`src/inc/sbct_pkg.sv`:
```
// Constants and types for the sixteen-bit counter/timer
`default_nettype none

package sbct_pkg;

  ////////////////////////////////////////////////////////////////////////////
  // Bank and register offsets inside the selected bank
  localparam logic [3:0] BANK_SEL   = 4'hd;
  localparam logic [3:0] OFF_CTRL1  = 4'h1;
  localparam logic [3:0] OFF_CTRL2  = 4'h2;
  localparam logic [3:0] OFF_RLD_LO = 4'h6;
  localparam logic [3:0] OFF_RLD_HI = 4'h7;
  localparam logic [3:0] OFF_CAP_LO = 4'h8;
  localparam logic [3:0] OFF_CAP_HI = 4'h9;

  ////////////////////////////////////////////////////////////////////////////
  // Shared control field positions
  localparam int C1_DEMOD   = 7;
  localparam int C1_COMBEN  = 6;
  localparam int C1_SEL_LSB = 4;
  localparam int C1_OUT_LSB = 2;
  localparam int C1_INIT    = 0;
  localparam int C1_RISE    = 0;
  localparam int C1_FALL    = 1;

  // Wide timer control field positions
  localparam int C2_ENABLE = 7;
  localparam int C2_MODE   = 6;
  localparam int C2_TOFLAG = 5;
  localparam int C2_CAPIE  = 2;
  localparam int C2_TOIE   = 1;
  localparam int C2_PINEN  = 0;

  ////////////////////////////////////////////////////////////////////////////
  // Output mode field codes
  localparam logic [1:0] OUT_NORMAL   = 2'h0;
  localparam logic [1:0] OUT_PINGPONG = 2'h1;
  localparam logic [1:0] OUT_FORCE0   = 2'h2;
  localparam logic [1:0] OUT_FORCE1   = 2'h3;

  // Logic combination codes for the shared pin
  localparam logic [1:0] COMB_AND  = 2'h0;
  localparam logic [1:0] COMB_OR   = 2'h1;
  localparam logic [1:0] COMB_NOR  = 2'h2;
  localparam logic [1:0] COMB_NAND = 2'h3;

  ////////////////////////////////////////////////////////////////////////////
  // Reset values and counter constants
  localparam logic [7:0]  BYTE_RESET   = 8'h00;
  localparam logic [15:0] COUNT_RESET  = 16'h0000;
  localparam logic [15:0] COUNT_ZERO   = 16'h0000;
  localparam logic [15:0] COUNT_ONE    = 16'h0001;
  localparam logic [15:0] COUNT_WRAP   = 16'hffff;
  localparam logic [15:0] DEMOD_RELOAD = 16'hffff;

  // Wide timer states
  typedef enum logic [1:0] {ST_IDLE, ST_ARMED, ST_COUNT} sbct_state_t;

endpackage : sbct_pkg

`default_nettype wire

```
`src/design/sbct_wide_timer.sv`:
```
// Sixteen-bit down counter/timer with transmit, demodulation, ping-pong
//
// Function
// Disabled in normal or ping-pong mode, output is inverse of initial level.
// Output-force field 10 or 11 forces output low or high, always.
// Enabling loads counter from both reload bytes, output takes initial level.
// Reaching zero toggles output, sets timeout flag, raises enabled interrupt.
// One-shot mode stops the counter after it reaches zero.
// Auto-reload mode reloads both reload bytes on zero and keeps counting.
// Reload bytes writable any time; counter sees them at next load.
// Count of zero wraps to FFFF and continues; wrap is no timeout.
// Software never programs an initial count of one.
// Software sets both reload bytes to FF before demodulation.
// Demodulation: first selected edge captures, reloads and starts counting.
// Sub-mode 0: later edges capture complemented count, reload FFFF, restart.
// Each capture sets its edge flag and raises enabled capture interrupt.
// Software stops both timers, sets one-shot and ping-pong, then enables.
// Stopping then restarting reloads the initial value.
// Ping-pong hardware starts one timer when the other finishes.
// In ping-pong, each terminal count sets that timer's timeout flag.
// Narrow output drives port 3 bit 4, wide output drives bit 5.
// Shared control bit 6 routes a selected logic combination to bit 6.
// Registers sit in bank D, chosen by register pointer low nibble.
// Counter drops by one per enabled tick and holds while disabled.
//
// Chosen here: the strobed register port and the register addresses.
`timescale 1ns/100ps
`default_nettype none

module sbct_wide_timer
(
  input  wire logic       clk,
  input  wire logic       srst,
  input  wire logic [3:0] regAddr,
  input  wire logic [7:0] registerPointer,
  input  wire logic [7:0] regWrData,
  input  wire logic       regWrite,
  input  wire logic       regRead,
  output logic      [7:0] regRdData,
  input  wire logic       timerTick,
  input  wire logic       pulseIn,
  input  wire logic       narrowTimerOutput,
  input  wire logic       narrowTimeout,
  input  wire logic       narrowPinEnable,
  output logic            narrowStart,
  output logic            timeoutIrq,
  output logic            captureIrq,
  output logic            port3Bit4Pin,
  output logic            port3Bit4Drive,
  output logic            port3Bit5Pin,
  output logic            port3Bit5Drive,
  output logic            port3Bit6Pin,
  output logic            port3Bit6Drive
);

  ////////////////////////////////////////////////////////////////////////////
  // Register access decode
  function automatic logic regHit(input logic       strobe,
                                  input logic [3:0] ptrBank,
                                  input logic [3:0] addr,
                                  input logic [3:0] offset);
    regHit = strobe && (ptrBank == sbct_pkg::BANK_SEL) && (addr == offset);
  endfunction : regHit

  sbct_pkg::sbct_state_t state;
  sbct_pkg::sbct_state_t next_state;
  logic [15:0] count;
  logic [15:0] capture;
  logic [7:0]  reloadLo;
  logic [7:0]  reloadHi;
  logic        initLevel;
  logic        demodSel;
  logic        combEn;
  logic [1:0]  selField;
  logic [1:0]  outMode;
  logic [1:0]  edgeFlags;
  logic        modeBit;
  logic        toFlag;
  logic        capIe;
  logic        toIe;
  logic        pinEn;
  logic        wideOut;
  logic        pulsePrev;

  // Strobes per register
  wire logic [3:0] ptrBank = registerPointer[3:0];
  wire logic wrCtrl1 = regHit(regWrite, ptrBank, regAddr, sbct_pkg::OFF_CTRL1);
  wire logic wrCtrl2 = regHit(regWrite, ptrBank, regAddr, sbct_pkg::OFF_CTRL2);
  wire logic wrRldLo = regHit(regWrite, ptrBank, regAddr, sbct_pkg::OFF_RLD_LO);
  wire logic wrRldHi = regHit(regWrite, ptrBank, regAddr, sbct_pkg::OFF_RLD_HI);
  wire logic bankOk  = (ptrBank == sbct_pkg::BANK_SEL);

  ////////////////////////////////////////////////////////////////////////////
  // Event decode
  wire logic [15:0] reloadValue = {reloadHi, reloadLo};
  wire logic pingPong  = (outMode == sbct_pkg::OUT_PINGPONG) && !demodSel;
  wire logic isIdle    = (state == sbct_pkg::ST_IDLE);
  wire logic counting  = (state == sbct_pkg::ST_COUNT);
  wire logic swEnable  = wrCtrl2 && regWrData[sbct_pkg::C2_ENABLE];
  wire logic swStop    = wrCtrl2 && !regWrData[sbct_pkg::C2_ENABLE];
  wire logic swStart   = swEnable && isIdle;
  wire logic hwStart   = pingPong && narrowTimeout && isIdle;
  wire logic startEvt  = swStart || hwStart;
  wire logic tickCount = counting && timerTick;
  wire logic reachZero = tickCount && (count == sbct_pkg::COUNT_ONE);
  wire logic wrapZero  = tickCount && (count == sbct_pkg::COUNT_ZERO);
  wire logic stopZero  = reachZero && !modeBit;
  wire logic toggleOk  = !demodSel && !outMode[1];

  // Input edge qualification
  wire logic riseEdge  = pulseIn && !pulsePrev;
  wire logic fallEdge  = !pulseIn && pulsePrev;
  wire logic riseQual  = demodSel && selField[0] && riseEdge;
  wire logic fallQual  = demodSel && selField[1] && fallEdge;
  wire logic qualEdge  = riseQual || fallQual;
  wire logic armedSt   = (state == sbct_pkg::ST_ARMED);
  wire logic firstEdge = armedSt && qualEdge;
  wire logic laterEdge = counting && qualEdge;
  wire logic captureEvt = firstEdge || laterEdge;

  ////////////////////////////////////////////////////////////////////////////
  // State sequencing
  always_comb
  begin
    next_state = state;
    unique case (state)
      sbct_pkg::ST_IDLE:
      begin
        if (startEvt)
          next_state = demodSel ? sbct_pkg::ST_ARMED : sbct_pkg::ST_COUNT;
      end
      sbct_pkg::ST_ARMED:
      begin
        if (swStop)
          next_state = sbct_pkg::ST_IDLE;
        else if (firstEdge)
          next_state = sbct_pkg::ST_COUNT;
      end
      sbct_pkg::ST_COUNT:
      begin
        if (swStop || stopZero)
          next_state = sbct_pkg::ST_IDLE;
      end
    endcase
  end

  // Counter next value
  wire logic [15:0] countDec = count - sbct_pkg::COUNT_ONE;
  wire logic [15:0] zeroLoad = modeBit ? reloadValue : sbct_pkg::COUNT_ZERO;
  wire logic [15:0] next_count =
    startEvt               ? reloadValue :
    firstEdge              ? reloadValue :
    (laterEdge && !modeBit) ? sbct_pkg::DEMOD_RELOAD :
    reachZero              ? zeroLoad :
    wrapZero               ? sbct_pkg::COUNT_WRAP :
    tickCount              ? countDec : count;

  // Output level and flags
  wire logic next_wideOut = startEvt ? initLevel :
                            (reachZero && toggleOk) ? !wideOut :
                            wideOut;
  wire logic toClear   = wrCtrl2 && regWrData[sbct_pkg::C2_TOFLAG];
  wire logic next_toFlag = reachZero ? 1'b1 :
                           toClear ? 1'b0 : toFlag;
  wire logic edgeClrEn = wrCtrl1 && regWrData[sbct_pkg::C1_DEMOD];
  wire logic [1:0] edgeSet = captureEvt ? {fallQual, riseQual} : 2'h0;
  wire logic [1:0] edgeClr = edgeClrEn ? regWrData[1:0] : 2'h0;
  wire logic [1:0] next_edgeFlags = edgeSet | (edgeFlags & ~edgeClr);

  ////////////////////////////////////////////////////////////////////////////
  // Pin output selection
  wire logic idleLevel = isIdle && !demodSel;
  wire logic wideTimerOutput =
    (outMode == sbct_pkg::OUT_FORCE0) ? 1'b0 :
    (outMode == sbct_pkg::OUT_FORCE1) ? 1'b1 :
    idleLevel ? !initLevel : wideOut;
  wire logic combAnd = narrowTimerOutput & wideTimerOutput;
  wire logic combOr  = narrowTimerOutput | wideTimerOutput;
  wire logic combOut = (selField == sbct_pkg::COMB_AND) ? combAnd :
                       (selField == sbct_pkg::COMB_OR)  ? combOr :
                       (selField == sbct_pkg::COMB_NOR) ? !combOr : !combAnd;

  // Read data selection
  wire logic [1:0] lowBits = demodSel ? edgeFlags : {1'b0, initLevel};
  wire logic [7:0] ctrl1Rd = {demodSel, combEn, selField, outMode, lowBits};
  wire logic [7:0] ctrl2Rd = {!isIdle, modeBit, toFlag, 2'h0,
                              capIe, toIe, pinEn};
  wire logic [7:0] next_rdData =
    (!regRead || !bankOk)             ? sbct_pkg::BYTE_RESET :
    (regAddr == sbct_pkg::OFF_CTRL1)  ? ctrl1Rd :
    (regAddr == sbct_pkg::OFF_CTRL2)  ? ctrl2Rd :
    (regAddr == sbct_pkg::OFF_RLD_LO) ? reloadLo :
    (regAddr == sbct_pkg::OFF_RLD_HI) ? reloadHi :
    (regAddr == sbct_pkg::OFF_CAP_LO) ? capture[7:0] :
    (regAddr == sbct_pkg::OFF_CAP_HI) ? capture[15:8] :
    sbct_pkg::BYTE_RESET;

  ////////////////////////////////////////////////////////////////////////////
  // Counter core registers
  always_ff @(posedge clk)
  begin
    if (srst)
    begin
      state     <= sbct_pkg::ST_IDLE;
      count     <= sbct_pkg::COUNT_RESET;
      wideOut   <= 1'b0;
      toFlag    <= 1'b0;
      edgeFlags <= 2'h0;
      pulsePrev <= 1'b0;
    end
    else
    begin
      state     <= next_state;
      count     <= next_count;
      wideOut   <= next_wideOut;
      toFlag    <= next_toFlag;
      edgeFlags <= next_edgeFlags;
      pulsePrev <= pulseIn;
    end
  end

  // Capture register, complement of the running count
  always_ff @(posedge clk)
  begin
    if (srst)
      capture <= sbct_pkg::COUNT_RESET;
    else if (captureEvt)
      capture <= ~count;
  end

  // Software control fields
  always_ff @(posedge clk)
  begin
    if (srst)
    begin
      reloadLo  <= sbct_pkg::BYTE_RESET;
      reloadHi  <= sbct_pkg::BYTE_RESET;
      initLevel <= 1'b0;
      demodSel  <= 1'b0;
      combEn    <= 1'b0;
      selField  <= 2'h0;
      outMode   <= sbct_pkg::OUT_NORMAL;
      modeBit   <= 1'b0;
      capIe     <= 1'b0;
      toIe      <= 1'b0;
      pinEn     <= 1'b0;
    end
    else
    begin
      if (wrRldLo)
        reloadLo <= regWrData;
      if (wrRldHi)
        reloadHi <= regWrData;
      if (wrCtrl1 && !regWrData[sbct_pkg::C1_DEMOD])
        initLevel <= regWrData[sbct_pkg::C1_INIT];
      if (wrCtrl1)
      begin
        demodSel <= regWrData[sbct_pkg::C1_DEMOD];
        combEn   <= regWrData[sbct_pkg::C1_COMBEN];
        selField <= regWrData[sbct_pkg::C1_SEL_LSB +: 2];
        outMode  <= regWrData[sbct_pkg::C1_OUT_LSB +: 2];
      end
      if (wrCtrl2)
      begin
        modeBit <= regWrData[sbct_pkg::C2_MODE];
        capIe   <= regWrData[sbct_pkg::C2_CAPIE];
        toIe    <= regWrData[sbct_pkg::C2_TOIE];
        pinEn   <= regWrData[sbct_pkg::C2_PINEN];
      end
    end
  end

  // Pins, pulses and read data
  always_ff @(posedge clk)
  begin
    if (srst)
    begin
      regRdData      <= sbct_pkg::BYTE_RESET;
      narrowStart    <= 1'b0;
      timeoutIrq     <= 1'b0;
      captureIrq     <= 1'b0;
      port3Bit4Pin   <= 1'b0;
      port3Bit4Drive <= 1'b0;
      port3Bit5Pin   <= 1'b0;
      port3Bit5Drive <= 1'b0;
      port3Bit6Pin   <= 1'b0;
      port3Bit6Drive <= 1'b0;
    end
    else
    begin
      regRdData      <= next_rdData;
      narrowStart    <= pingPong && stopZero;
      timeoutIrq     <= reachZero && toIe;
      captureIrq     <= captureEvt && capIe;
      port3Bit4Pin   <= narrowTimerOutput;
      port3Bit4Drive <= narrowPinEnable;
      port3Bit5Pin   <= wideTimerOutput;
      port3Bit5Drive <= pinEn;
      port3Bit6Pin   <= combOut;
      port3Bit6Drive <= combEn;
    end
  end
endmodule : sbct_wide_timer

`default_nettype wire

```
`config.mk`:
```
export PLATFORM = sky130hd
export DESIGN_NAME = sbct_wide_timer
export DESIGN_NICKNAME = d
export VERILOG_FILES = /design/src/inc/sbct_pkg.sv /design/src/design/sbct_wide_timer.sv
export SDC_FILE = /design/constraint.sdc
export NUM_CORES = 1
export LEC_CHECK = 0
export BUFFER_PORTS_ARGS = -buffer_cell sky130_fd_sc_hd__buf_4
export CAP_MARGIN = 15
export CORE_UTILIZATION = 25
export CTS_CLUSTER_DIAMETER = 100
export DETAILED_ROUTE_END_ITERATION = 12
export PLACE_DENSITY_LB_ADDON = 0.05
export SLEW_MARGIN = 15
export SYNTH_ARGS = -nofsm -noshare
export SYNTH_HDL_FRONTEND = slang
export SYNTH_SLANG_ARGS = --single-unit
```
`constraint.sdc`:
```
create_clock -name clk -period 2.3 [get_ports clk]
set_input_delay 0.23 -clock clk [delete_from_list [all_inputs] [get_ports clk]]
set_output_delay 0.23 -clock clk [all_outputs]
set_load 0.05 [all_outputs]
```
==> flow_metrics.env <==
export IMPL_yosysWarningCount=0
export IMPL_num_fill_cells=1738
export IMPL_overflow=0
export IMPL_hp_class="in2reg"
export IMPL_path_clk_slew_ns=0.06
export IMPL_drive_gt1_share_pct=21.3
export IMPL_initial_core_util_pct=25.5
export IMPL_diodes=0
export IMPL_gp_routability_congestion=0.838
export IMPL_cp_max_fo=5
export IMPL_die_h_um=132
export IMPL_dp_hpwl_mm=11.1
export IMPL_tritoncts="yes"
export IMPL_p_per_area_mw_per_mm2=705
export IMPL_cts_max_level=3
export IMPL_post_dp_cell_area_mm2=0.00499
export IMPL_rows=47
export IMPL_rsz0062_at_grt="no"
export IMPL_clockBufferDepth=2
export IMPL_syn_num_nets=546
export IMPL_synth_area_mm2=0.00422
export IMPL_dr_pass1_iters=4
export IMPL_status="completed"
export IMPL_nNetsFinal=606
export IMPL_ys_flop_type="dfxtp_1"
export IMPL_p_leak_nw=2.07
export IMPL_end_kind="flip-flop"
export IMPL_first_global_vias=3845
export IMPL_ant_nets=0
export IMPL_drt_initial_drc_count=279
export IMPL_fmax_mhz=461
export IMPL_port_buffers=41
export IMPL_ys_seq_area_share_pct=39.4
export IMPL_drv_cap=0
export IMPL_syn2layout_area_growth_pct=27.3
export IMPL_synthCells=512
export IMPL_core_area_mm2=0.0165
export IMPL_arrival_ns=2.42
export IMPL_finalSetupViolations=0
export IMPL_required_ns=2.55
export IMPL_final_cell_mix="83 x dfxtp_1, 83 x buf_4, 78 x nor2_1, 55 x nand2_1, 41 x a21oi_1"
export IMPL_max_slew_margin_pct=67.2
export IMPL_worst_pin_slew_ns=0.491
export IMPL_avgSynthCellArea_um2=8.24
export IMPL_clock_sinks=83
export IMPL_finalInstanceArea_mm2=0.00537
export IMPL_slew_violations=0
export IMPL_wl_mm=14.9
export IMPL_drcViolationCount=0
export IMPL_hold_viol=0
export IMPL_skew_ns=0.00753
export IMPL_synth_edf_count=0
export IMPL_cts_root_buf="clkbuf_16"
export IMPL_antenna_found_initial=0
export IMPL_cp_start_kind="flip-flop"
export IMPL_numCtsBuffers=9
export IMPL_ys_types=57
export IMPL_clkLatencyLatePin_ns=0.35
export IMPL_io_pins=46
export IMPL_critPathKind="reg2reg"
export IMPL_tns_ns=0
export IMPL_routed_via_density=4.93
export IMPL_grt_pass1_wl_mm=23.1
export IMPL_final_period_utilization_pct=94.3
export IMPL_synth_seq_cells=83
export IMPL_die_w_um=132
export IMPL_ir_worst_vdd_uv=344
export IMPL_num_vias=3930
export IMPL_grt_total_usage_pct=17.8
export IMPL_period_needed_ns=2.17
export IMPL_grt_max_degree=38
export IMPL_async_flop_share_pct=0
export IMPL_dieArea_mm2=0.0174
export IMPL_avgRoutedWirePerCell_um=18.7
-- power by group --
part | internal [W] | switching (W)
sequential | 0.00146 | 0.0000302
clock | 0.00107 | 0.000653
combinational | 0.000252 | 0.000322
-- per-layer routing --
metal	routed length, um	track usage (%)
met1	7120	23.6
met2	7140	29.5
met3	514	2.88
met4	150	5.30
met5	0	0
-- metrics by stage --
stage	instances	power [W]	hold WS [ns]	setup slack, ns	utilization, %
after detailed placement	781	0.00209	0.449	-0.0297	30.2
after floorplan	512	0.00190	0.358	0.165	-
after CTS	797	0.00383	0.0865	0.0335	32.3
final	797	0.00379	0.0965	0.132	32.5
after global placement	781	0.00210	0.441	0.0242	30.2
after global routing	797	0.00395	0.0961	0.0226	32.5
-- repair_timing --
item / CTS / global route
cloned: 0 / 0
endpoints found under the setup margin: 2 / 19
gates resized for setup: 2 / 6
setup buffers: 0 / 0
hold buffers: 0 / 0
hold endpoints to repair: 0 / 0
pin swaps: 0 / 5
-- area by class of cell --
cell class                      instances  area [um^2]  share of cell area, %
Multi-Input combinational cell        386         2420                   45.1
Inverter                                8         30.0                  0.559
Timing Repair Buffer                   84          643                   12.0
Clock buffer                           10          229                   4.26
Tap cell                              220          275                   5.12
Sequential cell                        83         1660                   30.9
Clock inverter                          6          113                   2.10
-- synth_stat cells, types with 8 or more instances --
| master | count | area (um^2) |
|---|---|---|
| a211oi_1 | 19 | 143 |
| a21oi_1 | 42 | 210 |
| a221oi_1 | 10 | 87.6 |
| clkbuf_1 | 26 | 97.6 |
| dfxtp_1 | 83 | 1660 |
| inv_1 | 8 | 30.0 |
| mux2i_1 | 26 | 260 |
| nand2_1 | 55 | 206 |
| nand3_1 | 11 | 55.1 |
| nor2_1 | 79 | 297 |
| nor2b_1 | 8 | 50.1 |
| nor3_1 | 8 | 40.0 |
| o21ai_0 | 17 | 85.1 |
| o22ai_1 | 8 | 50.1 |
-- sequential cells by signal, indices dropped and copies added, names as in the netlist, 2 cells and up --
signal     cells
regRdData      8
selField       2
reloadHi       8
reloadLo       8
count         16
capture       16
outMode        2
edgeFlags      2
state          2
-- worst max-delay path, cell delays in order (launching register included) --
cell	delay, ns
dfxtp_1	0.38
or4_4	0.60
nor4_4	0.32
a21oi_1	0.10
a211oi_1	0.25
a311oi_1	0.10
a2111oi_2	0.33
-- final timing paths --
path	from	end	slack [ns]	cells past startpoint
worst max-delay path	count[4]	count[15]	0.13	6
worst min-delay path	narrowPinEnable	port3Bit4Drive	0.1	2
worst max register to register	count[4]	count[15]	0.13	6
worst min register to register	combEn	combEn	0.47	2
-- kinds of logic after synthesis --
logic type / share of synthesized area [%]
fa+ha+maj: 1.48
buf+inv: 4.21
xor+xnor: 2.28
flops: 39.4
mux: 6.97
compound gates: 20.5
simple gates: 25.1
Note: power is estimated with default switching activity, not from simulation.
